===== src/hw/udt_consts.svh =====
// register offsets, field positions, reset values and divide ratios of the up/down timer
`ifndef UDT_CONSTS_SVH
`define UDT_CONSTS_SVH

`define UDT_OFS_CTRL    8'h00
`define UDT_OFS_MODE    8'h04
`define UDT_OFS_CNT_LO  8'h08
`define UDT_OFS_CNT_HI  8'h0C
`define UDT_OFS_RLD_LO  8'h10
`define UDT_OFS_RLD_HI  8'h14
`define UDT_OFS_IRQ_ST  8'h18
`define UDT_OFS_IRQ_MSK 8'h1C

`define UDT_C_TF   7
`define UDT_C_EXF  6
`define UDT_C_RCLK 5
`define UDT_C_TXCLK 4
`define UDT_C_EXEN 3
`define UDT_C_RUN  2
`define UDT_C_SRC  1
`define UDT_C_CPRL 0

`define UDT_M_DOWN 0
`define UDT_M_OE   1

`define UDT_I_OVF 0
`define UDT_I_EXT 1

`define UDT_RST_CTRL 8'h00
`define UDT_RST_MODE 2'h0
`define UDT_RST_IRQ  2'h0
`define UDT_RST_WORD 16'h0000

`define UDT_CNT_FULL 16'hFFFF
`define UDT_CNT_STEP 16'h0001

`define UDT_DIV_TIMER 12
`define UDT_DIV_FAST  2

`endif


===== src/hw/udt_pkg.sv =====
// types shared by the up/down timer modules
package udt_pkg;

    typedef enum logic [1:0] {
        UDT_MODE_CAPTURE = 2'b00,
        UDT_MODE_RELOAD  = 2'b01,
        UDT_MODE_BAUD    = 2'b10,
        UDT_MODE_CLKOUT  = 2'b11
    } udt_mode_type;

    typedef struct packed {
        logic [7:0] cnt;
        logic       tick;
    } udt_div_state_type;

    typedef struct packed {
        logic [7:0]  ctrl;
        logic [1:0]  mode;
        logic [15:0] cnt;
        logic [15:0] rld;
        logic [1:0]  irq_st;
        logic [1:0]  irq_mask;
        logic        clk_out;
        logic        baud;
        logic [2:0]  cnt_sync;
        logic [2:0]  dir_sync;
        logic [31:0] rdata;
    } udt_state_type;

endpackage


===== src/hw/udt_tick_div.sv =====
// clock divider giving a one-cycle tick every DIV clocks while enabled
`timescale 1ns/100ps
module udt_tick_div #(
    parameter int DIV = 12
) (
    input  wire logic clock,
    input  wire logic rst_b,
    input  wire logic en,
    output logic      tick
);

    udt_pkg::udt_div_state_type state_ff;
    udt_pkg::udt_div_state_type nxt_state;

    always_comb begin
        nxt_state = state_ff;
        nxt_state.tick = 1'b0;
        if (!en) begin
            // restart the phase so a stopped timer resumes with a full period
            nxt_state.cnt = 8'h00;
        end else if (state_ff.cnt == 8'(DIV - 1)) begin
            nxt_state.cnt = 8'h00;
            nxt_state.tick = 1'b1;
        end else begin
            nxt_state.cnt = state_ff.cnt + 8'h01;
        end
    end

    always_ff @(posedge clock or negedge rst_b) begin
        if (!rst_b) begin
            state_ff <= '0;
        end else begin
            state_ff <= nxt_state;
        end
    end

    assign tick = state_ff.tick;

endmodule // udt_tick_div


===== src/hw/udt_timer.sv =====
// up/down auto-reload timer with clock output, APB registers and interrupt
`timescale 1ns/100ps
`include "udt_consts.svh"
// Notes on behaviour
// - count is 16 bits as low and high bytes, low carrying into high
// - source select outside baud and clock-out modes: clear counts clock over 12, set counts external pin events
// - counting advances only while run is set; clear run stops it
// - capture, auto-reload and baud modes chosen by clock selects and capture bit
// - reload mode: down enable clear counts up; set lets direction pin choose
// - up/down with direction high counts up; FFFFh overflow sets flag, interrupts
// - each up overflow outside capture mode loads the reload value into the count; capture wraps to 0000h
// - direction low counts down; underflow when count equals reload value
// - underflow sets overflow flag and loads FFFFh into the count
// - external flag toggles each over/underflow as a 17th bit, no interrupt
// - clock-out mode drives a 50% duty clock
// - clock-out mode advances the count at clock over 2
// - clock-out counts to overflow, reloads, and raises no interrupt
// - output frequency is clock over 4*(65536-reload): one toggle per overflow
// - generated clock leaves on the external count pin
// - baud generation and clock-out may run together sharing one reload value
// - mode register: down enable bit 0, output enable bit 1, reset 0
module udt_timer (
    input  wire logic        CLOCK,
    input  wire logic        RST_B,
    input  wire logic        PSEL,
    input  wire logic        PENABLE,
    input  wire logic        PWRITE,
    input  wire logic [7:0]  PADDR,
    input  wire logic [31:0] PWDATA,
    output logic      [31:0] PRDATA,
    output logic             PREADY,
    output logic             PSLVERR,
    input  wire logic        DIR_PIN,
    input  wire logic        CLKOUT_PIN_I,
    output logic             CLKOUT_PIN_O,
    output logic             CLKOUT_PIN_OE_B,
    output logic             BAUD_TICK,
    output logic             IRQ
);

    udt_pkg::udt_state_type state_ff;
    udt_pkg::udt_state_type nxt_state;
    udt_pkg::udt_mode_type  mode_sel;

    logic        tick12;
    logic        tick2;
    logic        run;
    logic        fast;
    logic        tick;
    logic        ext_fall;
    logic        dir_fall;
    logic        dir_up;
    logic        updown;
    logic        cnt_full;
    logic        ext_evt;
    logic        addr_hit;
    logic        wr_en;
    logic        wr_cnt;
    logic        wr_ctrl;
    logic        wr_irq;
    logic        set_tf;
    logic        set_exf;
    logic        tog_exf;
    logic [31:0] rd_word;

    udt_tick_div #(
        .DIV (`UDT_DIV_TIMER)
    ) u_div_timer (
        .clock (CLOCK),
        .rst_b (RST_B),
        .en    (run),
        .tick  (tick12)
    );

    udt_tick_div #(
        .DIV (`UDT_DIV_FAST)
    ) u_div_fast (
        .clock (CLOCK),
        .rst_b (RST_B),
        .en    (run),
        .tick  (tick2)
    );

    // mode decode: baud selects win, then clock-out, then capture/reload
    always_comb begin
        if (state_ff.ctrl[`UDT_C_RCLK] || state_ff.ctrl[`UDT_C_TXCLK]) begin
            mode_sel = udt_pkg::UDT_MODE_BAUD;
        end else if (state_ff.mode[`UDT_M_OE]) begin
            mode_sel = udt_pkg::UDT_MODE_CLKOUT;
        end else if (state_ff.ctrl[`UDT_C_CPRL]) begin
            mode_sel = udt_pkg::UDT_MODE_CAPTURE;
        end else begin
            mode_sel = udt_pkg::UDT_MODE_RELOAD;
        end
    end

    // only the second and third sync stages are looked at
    assign ext_fall = state_ff.cnt_sync[2] & ~state_ff.cnt_sync[1];
    assign dir_fall = state_ff.dir_sync[2] & ~state_ff.dir_sync[1];
    assign dir_up   = state_ff.dir_sync[1];

    assign run  = state_ff.ctrl[`UDT_C_RUN];
    assign fast = (mode_sel == udt_pkg::UDT_MODE_BAUD) || (mode_sel == udt_pkg::UDT_MODE_CLKOUT);
    // the pin cannot be both clock out and count input, so fast modes ignore the source bit
    assign tick = !run ? 1'b0 :
                  fast ? tick2 :
                  state_ff.ctrl[`UDT_C_SRC] ? ext_fall : tick12;
    assign updown   = (mode_sel == udt_pkg::UDT_MODE_RELOAD) && state_ff.mode[`UDT_M_DOWN];
    assign cnt_full = (state_ff.cnt == `UDT_CNT_FULL);
    assign ext_evt  = state_ff.ctrl[`UDT_C_EXEN] && dir_fall && !updown
                      && (mode_sel != udt_pkg::UDT_MODE_CLKOUT);

    assign addr_hit = (PADDR == `UDT_OFS_CTRL)   || (PADDR == `UDT_OFS_MODE)
                   || (PADDR == `UDT_OFS_CNT_LO) || (PADDR == `UDT_OFS_CNT_HI)
                   || (PADDR == `UDT_OFS_RLD_LO) || (PADDR == `UDT_OFS_RLD_HI)
                   || (PADDR == `UDT_OFS_IRQ_ST) || (PADDR == `UDT_OFS_IRQ_MSK);
    assign wr_en   = PSEL && PENABLE && PWRITE;
    assign wr_cnt  = wr_en && ((PADDR == `UDT_OFS_CNT_LO) || (PADDR == `UDT_OFS_CNT_HI));
    assign wr_ctrl = wr_en && (PADDR == `UDT_OFS_CTRL);
    assign wr_irq  = wr_en && (PADDR == `UDT_OFS_IRQ_ST);

    always_comb begin
        case (PADDR)
            `UDT_OFS_CTRL:    rd_word = {24'h000000, state_ff.ctrl};
            `UDT_OFS_MODE:    rd_word = {30'h0000000, state_ff.mode};
            `UDT_OFS_CNT_LO:  rd_word = {24'h000000, state_ff.cnt[7:0]};
            `UDT_OFS_CNT_HI:  rd_word = {24'h000000, state_ff.cnt[15:8]};
            `UDT_OFS_RLD_LO:  rd_word = {24'h000000, state_ff.rld[7:0]};
            `UDT_OFS_RLD_HI:  rd_word = {24'h000000, state_ff.rld[15:8]};
            `UDT_OFS_IRQ_ST:  rd_word = {30'h0000000, state_ff.irq_st};
            `UDT_OFS_IRQ_MSK: rd_word = {30'h0000000, state_ff.irq_mask};
            default:          rd_word = 32'h00000000;
        endcase
    end

    always_comb begin
        nxt_state = state_ff;
        set_tf    = 1'b0;
        set_exf   = 1'b0;
        tog_exf   = 1'b0;
        nxt_state.baud     = 1'b0;
        nxt_state.cnt_sync = {state_ff.cnt_sync[1:0], CLKOUT_PIN_I};
        nxt_state.dir_sync = {state_ff.dir_sync[1:0], DIR_PIN};

        if (tick) begin
            case (mode_sel)
                udt_pkg::UDT_MODE_BAUD: begin
                    if (cnt_full) begin
                        nxt_state.cnt  = state_ff.rld;
                        nxt_state.baud = 1'b1;
                        // both functions share the reload value, so rates are tied
                        if (state_ff.mode[`UDT_M_OE]) begin
                            nxt_state.clk_out = ~state_ff.clk_out;
                        end
                    end else begin
                        nxt_state.cnt = state_ff.cnt + `UDT_CNT_STEP;
                    end
                end
                udt_pkg::UDT_MODE_CLKOUT: begin
                    if (cnt_full) begin
                        nxt_state.cnt     = state_ff.rld;
                        nxt_state.clk_out = ~state_ff.clk_out;
                    end else begin
                        nxt_state.cnt = state_ff.cnt + `UDT_CNT_STEP;
                    end
                end
                udt_pkg::UDT_MODE_CAPTURE: begin
                    nxt_state.cnt = state_ff.cnt + `UDT_CNT_STEP;
                    set_tf = cnt_full;
                end
                udt_pkg::UDT_MODE_RELOAD: begin
                    if (updown && !dir_up) begin
                        if (state_ff.cnt == state_ff.rld) begin
                            nxt_state.cnt = `UDT_CNT_FULL;
                            set_tf  = 1'b1;
                            tog_exf = 1'b1;
                        end else begin
                            nxt_state.cnt = state_ff.cnt - `UDT_CNT_STEP;
                        end
                    end else if (cnt_full) begin
                        nxt_state.cnt = state_ff.rld;
                        set_tf  = 1'b1;
                        tog_exf = updown;
                    end else begin
                        nxt_state.cnt = state_ff.cnt + `UDT_CNT_STEP;
                    end
                end
                default: begin
                    nxt_state.cnt = state_ff.cnt;
                end
            endcase
        end

        // falling edge on the direction pin with its enable: capture or forced reload
        if (ext_evt) begin
            set_exf = 1'b1;
            if (mode_sel == udt_pkg::UDT_MODE_CAPTURE) begin
                nxt_state.rld = state_ff.cnt;
            end else if (mode_sel == udt_pkg::UDT_MODE_RELOAD) begin
                nxt_state.cnt = state_ff.rld;
            end
        end

        // software writes take effect at the access cycle; they win over counting
        if (wr_en) begin
            case (PADDR)
                `UDT_OFS_CTRL:    nxt_state.ctrl = PWDATA[7:0];
                `UDT_OFS_MODE:    nxt_state.mode = PWDATA[1:0];
                `UDT_OFS_CNT_LO:  nxt_state.cnt[7:0] = PWDATA[7:0];
                `UDT_OFS_CNT_HI:  nxt_state.cnt[15:8] = PWDATA[7:0];
                `UDT_OFS_RLD_LO:  nxt_state.rld[7:0] = PWDATA[7:0];
                `UDT_OFS_RLD_HI:  nxt_state.rld[15:8] = PWDATA[7:0];
                `UDT_OFS_IRQ_ST:  nxt_state.irq_st = state_ff.irq_st & ~PWDATA[1:0];
                `UDT_OFS_IRQ_MSK: nxt_state.irq_mask = PWDATA[1:0];
                default:          nxt_state.irq_mask = state_ff.irq_mask;
            endcase
        end

        // hardware sets applied last so an event never loses to a clear
        if (set_tf) begin
            nxt_state.ctrl[`UDT_C_TF]  = 1'b1;
            nxt_state.irq_st[`UDT_I_OVF] = 1'b1;
        end
        if (set_exf) begin
            nxt_state.ctrl[`UDT_C_EXF]   = 1'b1;
            nxt_state.irq_st[`UDT_I_EXT] = 1'b1;
        end
        if (tog_exf) begin
            nxt_state.ctrl[`UDT_C_EXF] = ~nxt_state.ctrl[`UDT_C_EXF];
        end

        // read data is caught in the setup cycle so the answer comes from a flop
        if (PSEL && !PENABLE && !PWRITE) begin
            nxt_state.rdata = rd_word;
        end
    end

    always_ff @(posedge CLOCK or negedge RST_B) begin
        if (!RST_B) begin
            state_ff          <= '0;
            state_ff.ctrl     <= `UDT_RST_CTRL;
            state_ff.mode     <= `UDT_RST_MODE;
            state_ff.cnt      <= `UDT_RST_WORD;
            state_ff.rld      <= `UDT_RST_WORD;
            state_ff.irq_st   <= `UDT_RST_IRQ;
            state_ff.irq_mask <= `UDT_RST_IRQ;
        end else begin
            state_ff <= nxt_state;
        end
    end

    assign PRDATA          = state_ff.rdata;
    assign PREADY          = PSEL && PENABLE;
    assign PSLVERR         = PSEL && PENABLE && !addr_hit;
    assign CLKOUT_PIN_O    = state_ff.clk_out;
    assign CLKOUT_PIN_OE_B = ~state_ff.mode[`UDT_M_OE];
    assign BAUD_TICK       = state_ff.baud;
    assign IRQ             = |(state_ff.irq_st & state_ff.irq_mask);
endmodule // udt_timer

===== config.mk =====
export PLATFORM = sky130hd
export DESIGN_NAME = udt_timer
export DESIGN_NICKNAME = d
export VERILOG_FILES = /design/src/hw/udt_pkg.sv /design/src/hw/udt_tick_div.sv /design/src/hw/udt_timer.sv
export VERILOG_INCLUDE_DIRS = /design/src /design/src/hw
export SDC_FILE = /design/constraint.sdc
export NUM_CORES = 1
export LEC_CHECK = 0
export ABC_AREA = 0
export BUFFER_PORTS_ARGS = -buffer_cell sky130_fd_sc_hd__buf_2
export CORE_MARGIN = 2
export CORE_UTILIZATION = 52
export DETAILED_ROUTE_END_ITERATION = 7
export GPL_TIMING_DRIVEN = 1
export HOLD_SLACK_MARGIN = 0.12
export MAX_ROUTING_LAYER = met4
export PLACE_DENSITY = 0.77
export SYNTH_ARGS = -nofsm -noshare
export SYNTH_HDL_FRONTEND = slang
export SYNTH_SLANG_ARGS = --single-unit

===== constraint.sdc =====
create_clock -name CLOCK -period 2.4 [get_ports CLOCK]
set_clock_uncertainty 0.15 [all_clocks]
set_input_delay 0 -clock CLOCK [delete_from_list [all_inputs] [get_ports CLOCK]]
set_output_delay 0 -clock CLOCK [all_outputs]
set_load 0.03 [all_outputs]

; ---- Word-level counts from Yosys, hierarchy flattened
; Cells that the tools add are included.
[word_totals]
latch_bits = 0
regBits = 104
n_memories = 0
romBits = 0
ram_bits = 0
wordCells = 145
[classes]
div = 0
shifts = 0
magnitude_cmp = 0
eq_ne = 18
mul = 0
add_sub_neg = 4
reduce_logical = 41
mux = 54
bitwise_logic = 10
[ops]
columns = operator, n
row1 = 2-to-1 mux 16 bit, 7
row2 = 2-to-1 mux 8 bit, 9
row3 = one-hot mux 8 bit (8 select lines), 1
row4 = one-hot mux 16 bit (3 select lines), 1
row5 = 2-to-1 mux 46 bit, 1
row6 = == test 8 x 5 -> 1 bit (second input constant), 4
row7 = 2-to-1 mux 32 bit, 1
row8 = 2-to-1 mux 1 bit, 26
row9 = == test 8 x 4 -> 1 bit (second input constant), 3
row10 = adder 16 x 1 -> 16 bit (second input constant), 1
row11 = adder 8 x 1 -> 8 bit (second input constant), 2
row12 = == test 16 bit, 1
row13 = == test 16 bit (second input constant), 1
row14 = subtractor 16 x 1 -> 16 bit (second input constant), 1
row15 = 2-to-1 mux 2 bit, 6
row16 = AND reduction 2 bit, 6
row17 = nonzero test 2 bit, 6
row18 = logical AND 1 bit, 10
row19 = logical OR 1 bit, 9
row20 = == test 8 x 1 -> 1 bit (second input constant), 1
row21 = == test 8 x 3 -> 1 bit (second input constant), 1
row22 = logical NOT 8 bit, 1
row23 = inequality test 2 bit (second input constant), 4
row24 = logical NOT 1 bit, 5
row25 = other kinds (10), 19

; ---- Logic depth before layout (Yosys ltp)
; Gate-level depths: netlist (run 1).
[depth]
depth_word = 17
mapped_depth = 10
mapped_depth_nobuf = 8

; ---- Hierarchy
; Synthesis (run 1) repeated with hierarchy kept, for this count alone.
[hier_totals]
cells_unflattened = 670
hier_area_um2 = 5823.1
[by_module_without_submodules]
columns = mod, cells_each, instances, area_per_inst_um2
row1 = udt_timer, 590, 1, 4973.5
row2 = udt_tick_div (u_div_fast), 40, 1, 437.9
row3 = udt_tick_div (u_div_timer), 40, 1, 411.6

; ---- Worst setup path before layout (run 1)
; Ideal clock, no wire load.
[synth_path]
path_kind = register to register
startpoint = register state_ff[61] (netlist name)
endpoint = register state_ff[61] (netlist name)
path_stages_with_launch = 9
arrival_time_ns = 2.215
slack_ns = -0.118
setup_time_ns = 0.153
period_less_slack_ns = 2.518
path_cell_list = dfrtp_1 ha_1 nand4_1 or4_1 clkbuf_1 o211ai_1 a211oi_1 a2111oi_0 a21oi_1
[synth_rtl]
columns = item, line_no
row1 = start: declaration, udt_timer.sv:41  ; udt_pkg::udt_state_type state_ff;
row2 = start signal: assignment, udt_timer.sv:248  ; state_ff <= nxt_state;

==> results.sh, run 1 <==
export IMPL_yosys_warnings=0
export IMPL_cts_made_buffers=9
export IMPL_routed_via_density=6.26
export IMPL_async_flop_share=1.00
export IMPL_seqCellArea_sq_um=2010
export IMPL_drc_errors=0
export IMPL_r2r_start="state_ff[63]"
export IMPL_design_area_sq_um=7970
export IMPL_ys_ff_latch=80
export IMPL_h_tree_depth=3
export IMPL_p_clk_frac=0.369
export IMPL_fin_util=0.742
export IMPL_ioPinCount=85
export IMPL_synthTopCellsByArea="dfrtp_1 (35%), nor2_1 (6.4%), mux2i_1 (6.3%)"
export IMPL_clockBufferDepth=2
export IMPL_relSlewSlack=0.606
export IMPL_dr_total_vias=6382
export IMPL_core_area_sq_um=10700
export IMPL_tritoncts="built"
export IMPL_multi_input_area_sq_um=3690
export IMPL_tightest_slew_ns=0.585
export IMPL_critical_path_max_fanout=3
export IMPL_die_h_um=109
export IMPL_reg2reg_to="state_ff[75]"
export IMPL_max_freq_ghz=0.400
export IMPL_seqPwrFrac=0.434
export IMPL_whs_path_depth=6
export IMPL_comb_power_share=0.197
export IMPL_arrival_ns=2.64
export IMPL_drtAntennaViolNets=0
export IMPL_cts_root_buf="clkbuf_8"
export IMPL_syn_area_sq_um=5680
export IMPL_rsz0062_at_grt="true"
export IMPL_gp_congestion=1.07
export IMPL_io_buffers=36
export IMPL_clkSinkCount=80
export IMPL_synth_main_ff_cell="dfrtp_1"
export IMPL_wire_per_inst_um=22.6
export IMPL_drive_gt1_frac=0.352
export IMPL_grt_pass1_wl_mm=34.7
export IMPL_power_density_nw_per_um2=418
export IMPL_clk_latency_ns=0.39
export IMPL_clk_pin_slew_ns=0.10
export IMPL_dpl_hpwl_mm=16.5
export IMPL_endpoint_kind="flip-flop"
export IMPL_synth_edf_count=0
export IMPL_critPathLaunchType="flip-flop"
export IMPL_die_w_um=109
export IMPL_rrSetupSlack_ns=-0.1
export IMPL_hold_class="in -> reg"
export IMPL_netlist_instances=686
export IMPL_grt_max_degree=81
export IMPL_drt_iter0_drc=647
export IMPL_status="finished with violations"
export IMPL_p_switching_mw=1.04
export IMPL_syn_avg_cell_area_sq_um=8.29
export IMPL_drv_cap=0
export IMPL_setup_violations=6
export IMPL_synthTopCellsByCount="nor2_1 (97), dfrtp_1 (80), a21oi_1 (50), nand2_1 (42), mux2i_1 (36)"
export IMPL_max_vdd_ir_drop_mv=0.464
export IMPL_area_growth_pct=40.2
export IMPL_fin_ws_ns=-0.0978
export IMPL_reg2regPathDepth=8
export IMPL_std_cell_rows=38
export IMPL_antenna_found_initial=0
export IMPL_synth_top_area_frac=0.352
export IMPL_synth_seq_area_share=0.352
export IMPL_fillers=811
export IMPL_failed_checks="negative setup slack"
export IMPL_pre_cts_slack_ns=-0.212
export IMPL_die_area_sq_um=11800
export IMPL_leakagePower_nw=3.39
export IMPL_grt_pass1_vias=6181
export IMPL_crit_type="reg -> reg"
export IMPL_worstHoldStart="PADDR[6]"
export IMPL_finalCritPeriodShare=1.04
export IMPL_nNetsFinal=926
export IMPL_yosysTopAreaCell="dfrtp_1"
export IMPL_antenna_cells=0
export IMPL_internal_power_mw=2.29
export IMPL_sw_frac_of_total=0.313
export IMPL_drt_pass1_iterations=7
export IMPL_totalWireLength_mm=23.1
export IMPL_gr_total_overflow=0
export IMPL_dpl_cell_area_sq_um=6860
export IMPL_synth_cell_types=66
export IMPL_track_usage=0.412
export IMPL_finalMaxSlewViolations=0
export IMPL_critPathRequiredTime_ns=2.54
export IMPL_whs_endpoint="state_ff[62]"
export IMPL_start_util=0.529
export IMPL_min_period_ns=2.50
export IMPL_final_hold_viol_count=0
export IMPL_yosysMostFrequentCell="nor2_1"
metal layers:
| metal | share of wire | GRT usage |
|---|---|---|
| met4 | 0.049 | 0.201 |
| met1 | 0.39 | 0.518 |
| met2 | 0.47 | 0.639 |
| met5 | 0 | - |
| met3 | 0.089 | 0.0741 |
stage by stage:
step	hold slack (ns)	std cells	total power, mW	TNS, ns
after CTS	0.155	1012	3.28	-0.119
final	0.190	1019	3.33	-0.176
after global placement	-0.0968	956	2.01	-1.08
after detailed placement	-0.0920	956	2.02	-1.86
after floorplan	-0.446	709	1.81	0
after global routing	0.200	1019	3.42	-0.852
critical path, stage by stage, from the launching register on:
cell and delay (ns):
dfrtp_2 0.43, or3_4 0.38, or4_4 0.46, nor4_4 0.25, buf_4 0.17, xnor2_2 0.11
a32oi_1 0.12, a211oi_1 0.24, nor3_1 0.07
worst max-delay path by stage:
stage	from	endpoint	slack [ns]	cells after the start
after detailed placement	state_ff[63]	state_ff[69]	-0.21	6
after floorplan	state_ff[61]	state_ff[67]	0.001	8
after global placement	state_ff[63]	state_ff[69]	-0.25	6
after global routing	state_ff[63]	state_ff[75]	-0.18	8
after CTS	state_ff[63]	state_ff[75]	-0.07	8
final	state_ff[63]	state_ff[75]	-0.1	8
power by group through the flow:
stage	clock, mW	sequential, mW	combinational (mW)
4_1_cts	1.23	1.44	0.610
6_report	1.23	1.45	0.654
2_1_floorplan	0	1.46	0.351
5_1_grt	1.28	1.45	0.689
3_5_place_dp	0	1.47	0.555
3_3_place_gp	0	1.47	0.547
repair_timing:
item	in CTS	in global routing
buffers inserted	16	8
setup endpoints to repair	18	18
pin swaps	24	34
hold endpoints to repair	136	0
hold buffers	25	0
gates resized for setup	46	65
cells by family (layout without fill, tap and decap cells):
family	after synthesis	in the layout	share of synthesized area
AOI/OAI and AO/OA	151	151	0.166
xor gates and xnor gates	47	47	0.0724
DFF	80	80	0.352
adders and majority gates	5	5	0.0110
and+or+nand+nor	270	270	0.239
other	1	24	0.000660
muxes	42	42	0.0753
buffers and inverters	90	260	0.0839
layout by cell type, fill, tap and decap left out, types with 6 or more instances in the layout:
cell and n:
buf_4 153, nor2_1 93, dfrtp_1 71, a21oi_1 44, nand2_1 40, mux2i_1 36, buf_2 35, nand3_1 32
xor2_1 27, dlygate4sd3_1 25, o21ai_0 24, conb_1 24, xnor2_1 16, nor3_1 13, buf_6 13, inv_1 12
nand4_1 10, clkbuf_8 10, a211oi_1 9, dfrtp_2 9, o21ai_1 8, nor4_1 7, a21oi_2 7, and3_1 6
and2_1 6, or4_4 6, o211ai_1 6, mux2_2 6
sequential cells by signal, indices dropped and copies added, names as in the netlist:
name and cells:
u_div_timer.tick 1, nxt_state 3, PRDATA 8, u_div_fast.tick 1, BAUD_TICK 1, u_div_timer.state_ff 8, dir_up 1, u_div_fast.state_ff 8
state_ff 47, CLKOUT_PIN_O 1, run 1
cell type report:
type / count / share of cell area
clock inverters: 6 / 0.0122
clock buffers: 10 / 0.0173
inverters: 14 / 0.00660
flip-flops and latches: 80 / 0.253
well taps: 140 / 0.0220
repair buffers: 230 / 0.226
multi-input cells: 539 / 0.463
No activity file was read; power rests on OpenSTA's default activity.
==> run 2, diff against run 1 <==
Settings changed: CORE_ASPECT_RATIO set to 2, PLACE_DENSITY 0.77 to 0.76.
==> results.sh, run 2 (same netlist as run 1, synthesis figures left out) <==
export IMPL_nNetsFinal=895
export IMPL_largest_reg_flops=47
export IMPL_fin_ws_ns=-0.0405
export IMPL_tightest_slew_ns=0.513
export IMPL_drt_iter0_drc=580
export IMPL_finalMaxSlewViolations=0
export IMPL_hold_class="in -> reg"
export IMPL_antenna_found_initial=0
export IMPL_wire_per_inst_um=24.4
export IMPL_max_freq_ghz=0.410
export IMPL_setup_violations=4
export IMPL_std_cell_rows=54
export IMPL_gr_total_overflow=0
export IMPL_dpl_hpwl_mm=17.8
export IMPL_drc_errors=0
export IMPL_power_total_mw=3.64
export IMPL_regMostFlops="state_ff"
export IMPL_finalCritPeriodShare=1.02
export IMPL_design_area_sq_um=7780
export IMPL_min_period_ns=2.44
export IMPL_totalWireLength_mm=24.1
export IMPL_die_w_um=77.9
export IMPL_sw_frac_of_total=0.295
export IMPL_seqPwrFrac=0.398
export IMPL_tritoncts="built"
export IMPL_endpoint_kind="flip-flop"
export IMPL_final_hold_viol_count=0
export IMPL_track_usage=0.425
export IMPL_routed_via_density=6.34
export IMPL_p_switching_mw=1.07
export IMPL_area_growth_pct=36.9
export IMPL_fin_tns_setup_ns=-0.0916
export IMPL_drt_pass1_iterations=5
export IMPL_arrival_ns=2.58
export IMPL_gp_congestion=1.13
export IMPL_path_cells="nand4_1 -> or4_4 -> buf_6 -> mux2i_1 -> nor2b_2 -> o31ai_2 -> o221a_2"
export IMPL_reg2regPathDepth=7
export IMPL_cts_made_buffers=9
export IMPL_die_h_um=152
export IMPL_max_vdd_ir_drop_mv=0.526
export IMPL_drive_gt1_frac=0.311
export IMPL_io_buffers=36
export IMPL_dpl_cell_area_sq_um=6740
export IMPL_holdWs_ns=0.155
export IMPL_leakagePower_nw=3.24
export IMPL_slowest_stage="or4_4"
export IMPL_max_stage_delay_ns=0.66
export IMPL_drv_cap=0
export IMPL_clk_pin_slew_ns=0.07
export IMPL_power_density_nw_per_um2=468
export IMPL_h_tree_depth=3
export IMPL_grt_pass1_vias=6352
export IMPL_antenna_cells=0
export IMPL_failed_checks="negative setup slack"
export IMPL_ioPinCount=85
export IMPL_critPathRequiredTime_ns=2.54
export IMPL_whs_path_depth=2
export IMPL_dr_total_vias=6261
export IMPL_cts_root_buf="clkbuf_16"
export IMPL_clkSinkCount=80
export IMPL_comb_power_share=0.172
export IMPL_crit_family="simple AND/OR/NAND/NOR gates"
export IMPL_drtAntennaViolNets=0
export IMPL_crit_type="reg -> reg"
export IMPL_layout_common_cells="buf_4 (122), nor2_1 (94), dfrtp_1 (74)"
export IMPL_status="finished with violations"
export IMPL_critPathLaunchType="flip-flop"
export IMPL_clk_latency_ns=0.35
export IMPL_critical_path_max_fanout=6
export IMPL_rsz0062_at_grt="true"
export IMPL_p_clk_frac=0.430
export IMPL_worst_path_stages=7
export IMPL_final_common_cell="buf_4"
export IMPL_core_area_sq_um=10800
export IMPL_internal_power_mw=2.56
export IMPL_grt_max_degree=59
export IMPL_relSlewSlack=0.654
export IMPL_fin_util=0.720
export IMPL_grt_pass1_wl_mm=36.3
export IMPL_clockBufferDepth=2
export IMPL_start_util=0.526
export IMPL_critical_path_buf_inv_count=1
export IMPL_die_area_sq_um=11800
run 2: worst paths after layout:
kind                            endpoint           from  slack (ns)
setup / recovery            state_ff[67]   state_ff[66]       -0.04
hold / removal             nxt_state[33]        DIR_PIN        0.15
hold reg to reg                   dir_up  nxt_state[33]        0.20
setup reg to reg            state_ff[67]   state_ff[66]       -0.04
min in group asynchronous   state_ff[70]          RST_B        0.58
max in group asynchronous   state_ff[65]          RST_B        1.17
run 2: per-layer routing:
| metal | vias to the layer above | GRT usage | share of wire | wire (um) |
|---|---|---|---|---|
| li1 | 2705 | - | - | - |
| met4 | 0 | 0.346 | 0.11 | 2720 |
| met1 | 2969 | 0.444 | 0.33 | 7880 |
| met2 | 415 | 0.695 | 0.49 | 11800 |
| met5 | - | - | 0 | 0 |
| met3 | 172 | 0.0618 | 0.069 | 1670 |
run 2: cell type report:
class	instances	area, sq um
repair buffers	199	1590
flip-flops and latches	80	2010
multi-input cells	539	3620
well taps	140	175
clock buffers	9	225
inverters	14	52.6
fillers	853	3030
clock inverters	7	108
run 2: worst reg2reg max path, delay by kind of cell, from the launching register on:
family                 cells  cell delay [ns]
AOI/OAI and AO/OA          2             0.45
muxes                      1             0.14
buffers and inverters      1             0.16
DFF                        1             0.43
and+or+nand+nor            3             1.08
run 2: timing repair:
action / 4_1_cts / 5_1_grt
pin swaps: 5 / 35
setup buffers: 1 / 8
endpoints found under the setup margin: 15 / 27
hold buffers: 24 / 0
resized for setup: 22 / 79
cloned: 0 / 0
hold endpoints to repair: 135 / 0
run 2: power groups by stage:
stage / registers, mW / logic (mW) / clock network (mW)
finish: 1.45 / 0.626 / 1.57
global route: 1.45 / 0.658 / 1.63
CTS: 1.44 / 0.587 / 1.58
detailed placement: 1.47 / 0.543 / 0
global placement: 1.47 / 0.538 / 0
floorplan: 1.46 / 0.351 / 0
run 2: per-stage QoR:
| step | worst slack (ns) | instances |
|---|---|---|
| final | -0.0405 | 988 |
| after global placement | -0.195 | 941 |
| after floorplan | 0.00101 | 709 |
| after global routing | -0.0809 | 988 |
| after CTS | -0.0253 | 982 |
| after detailed placement | -0.204 | 941 |
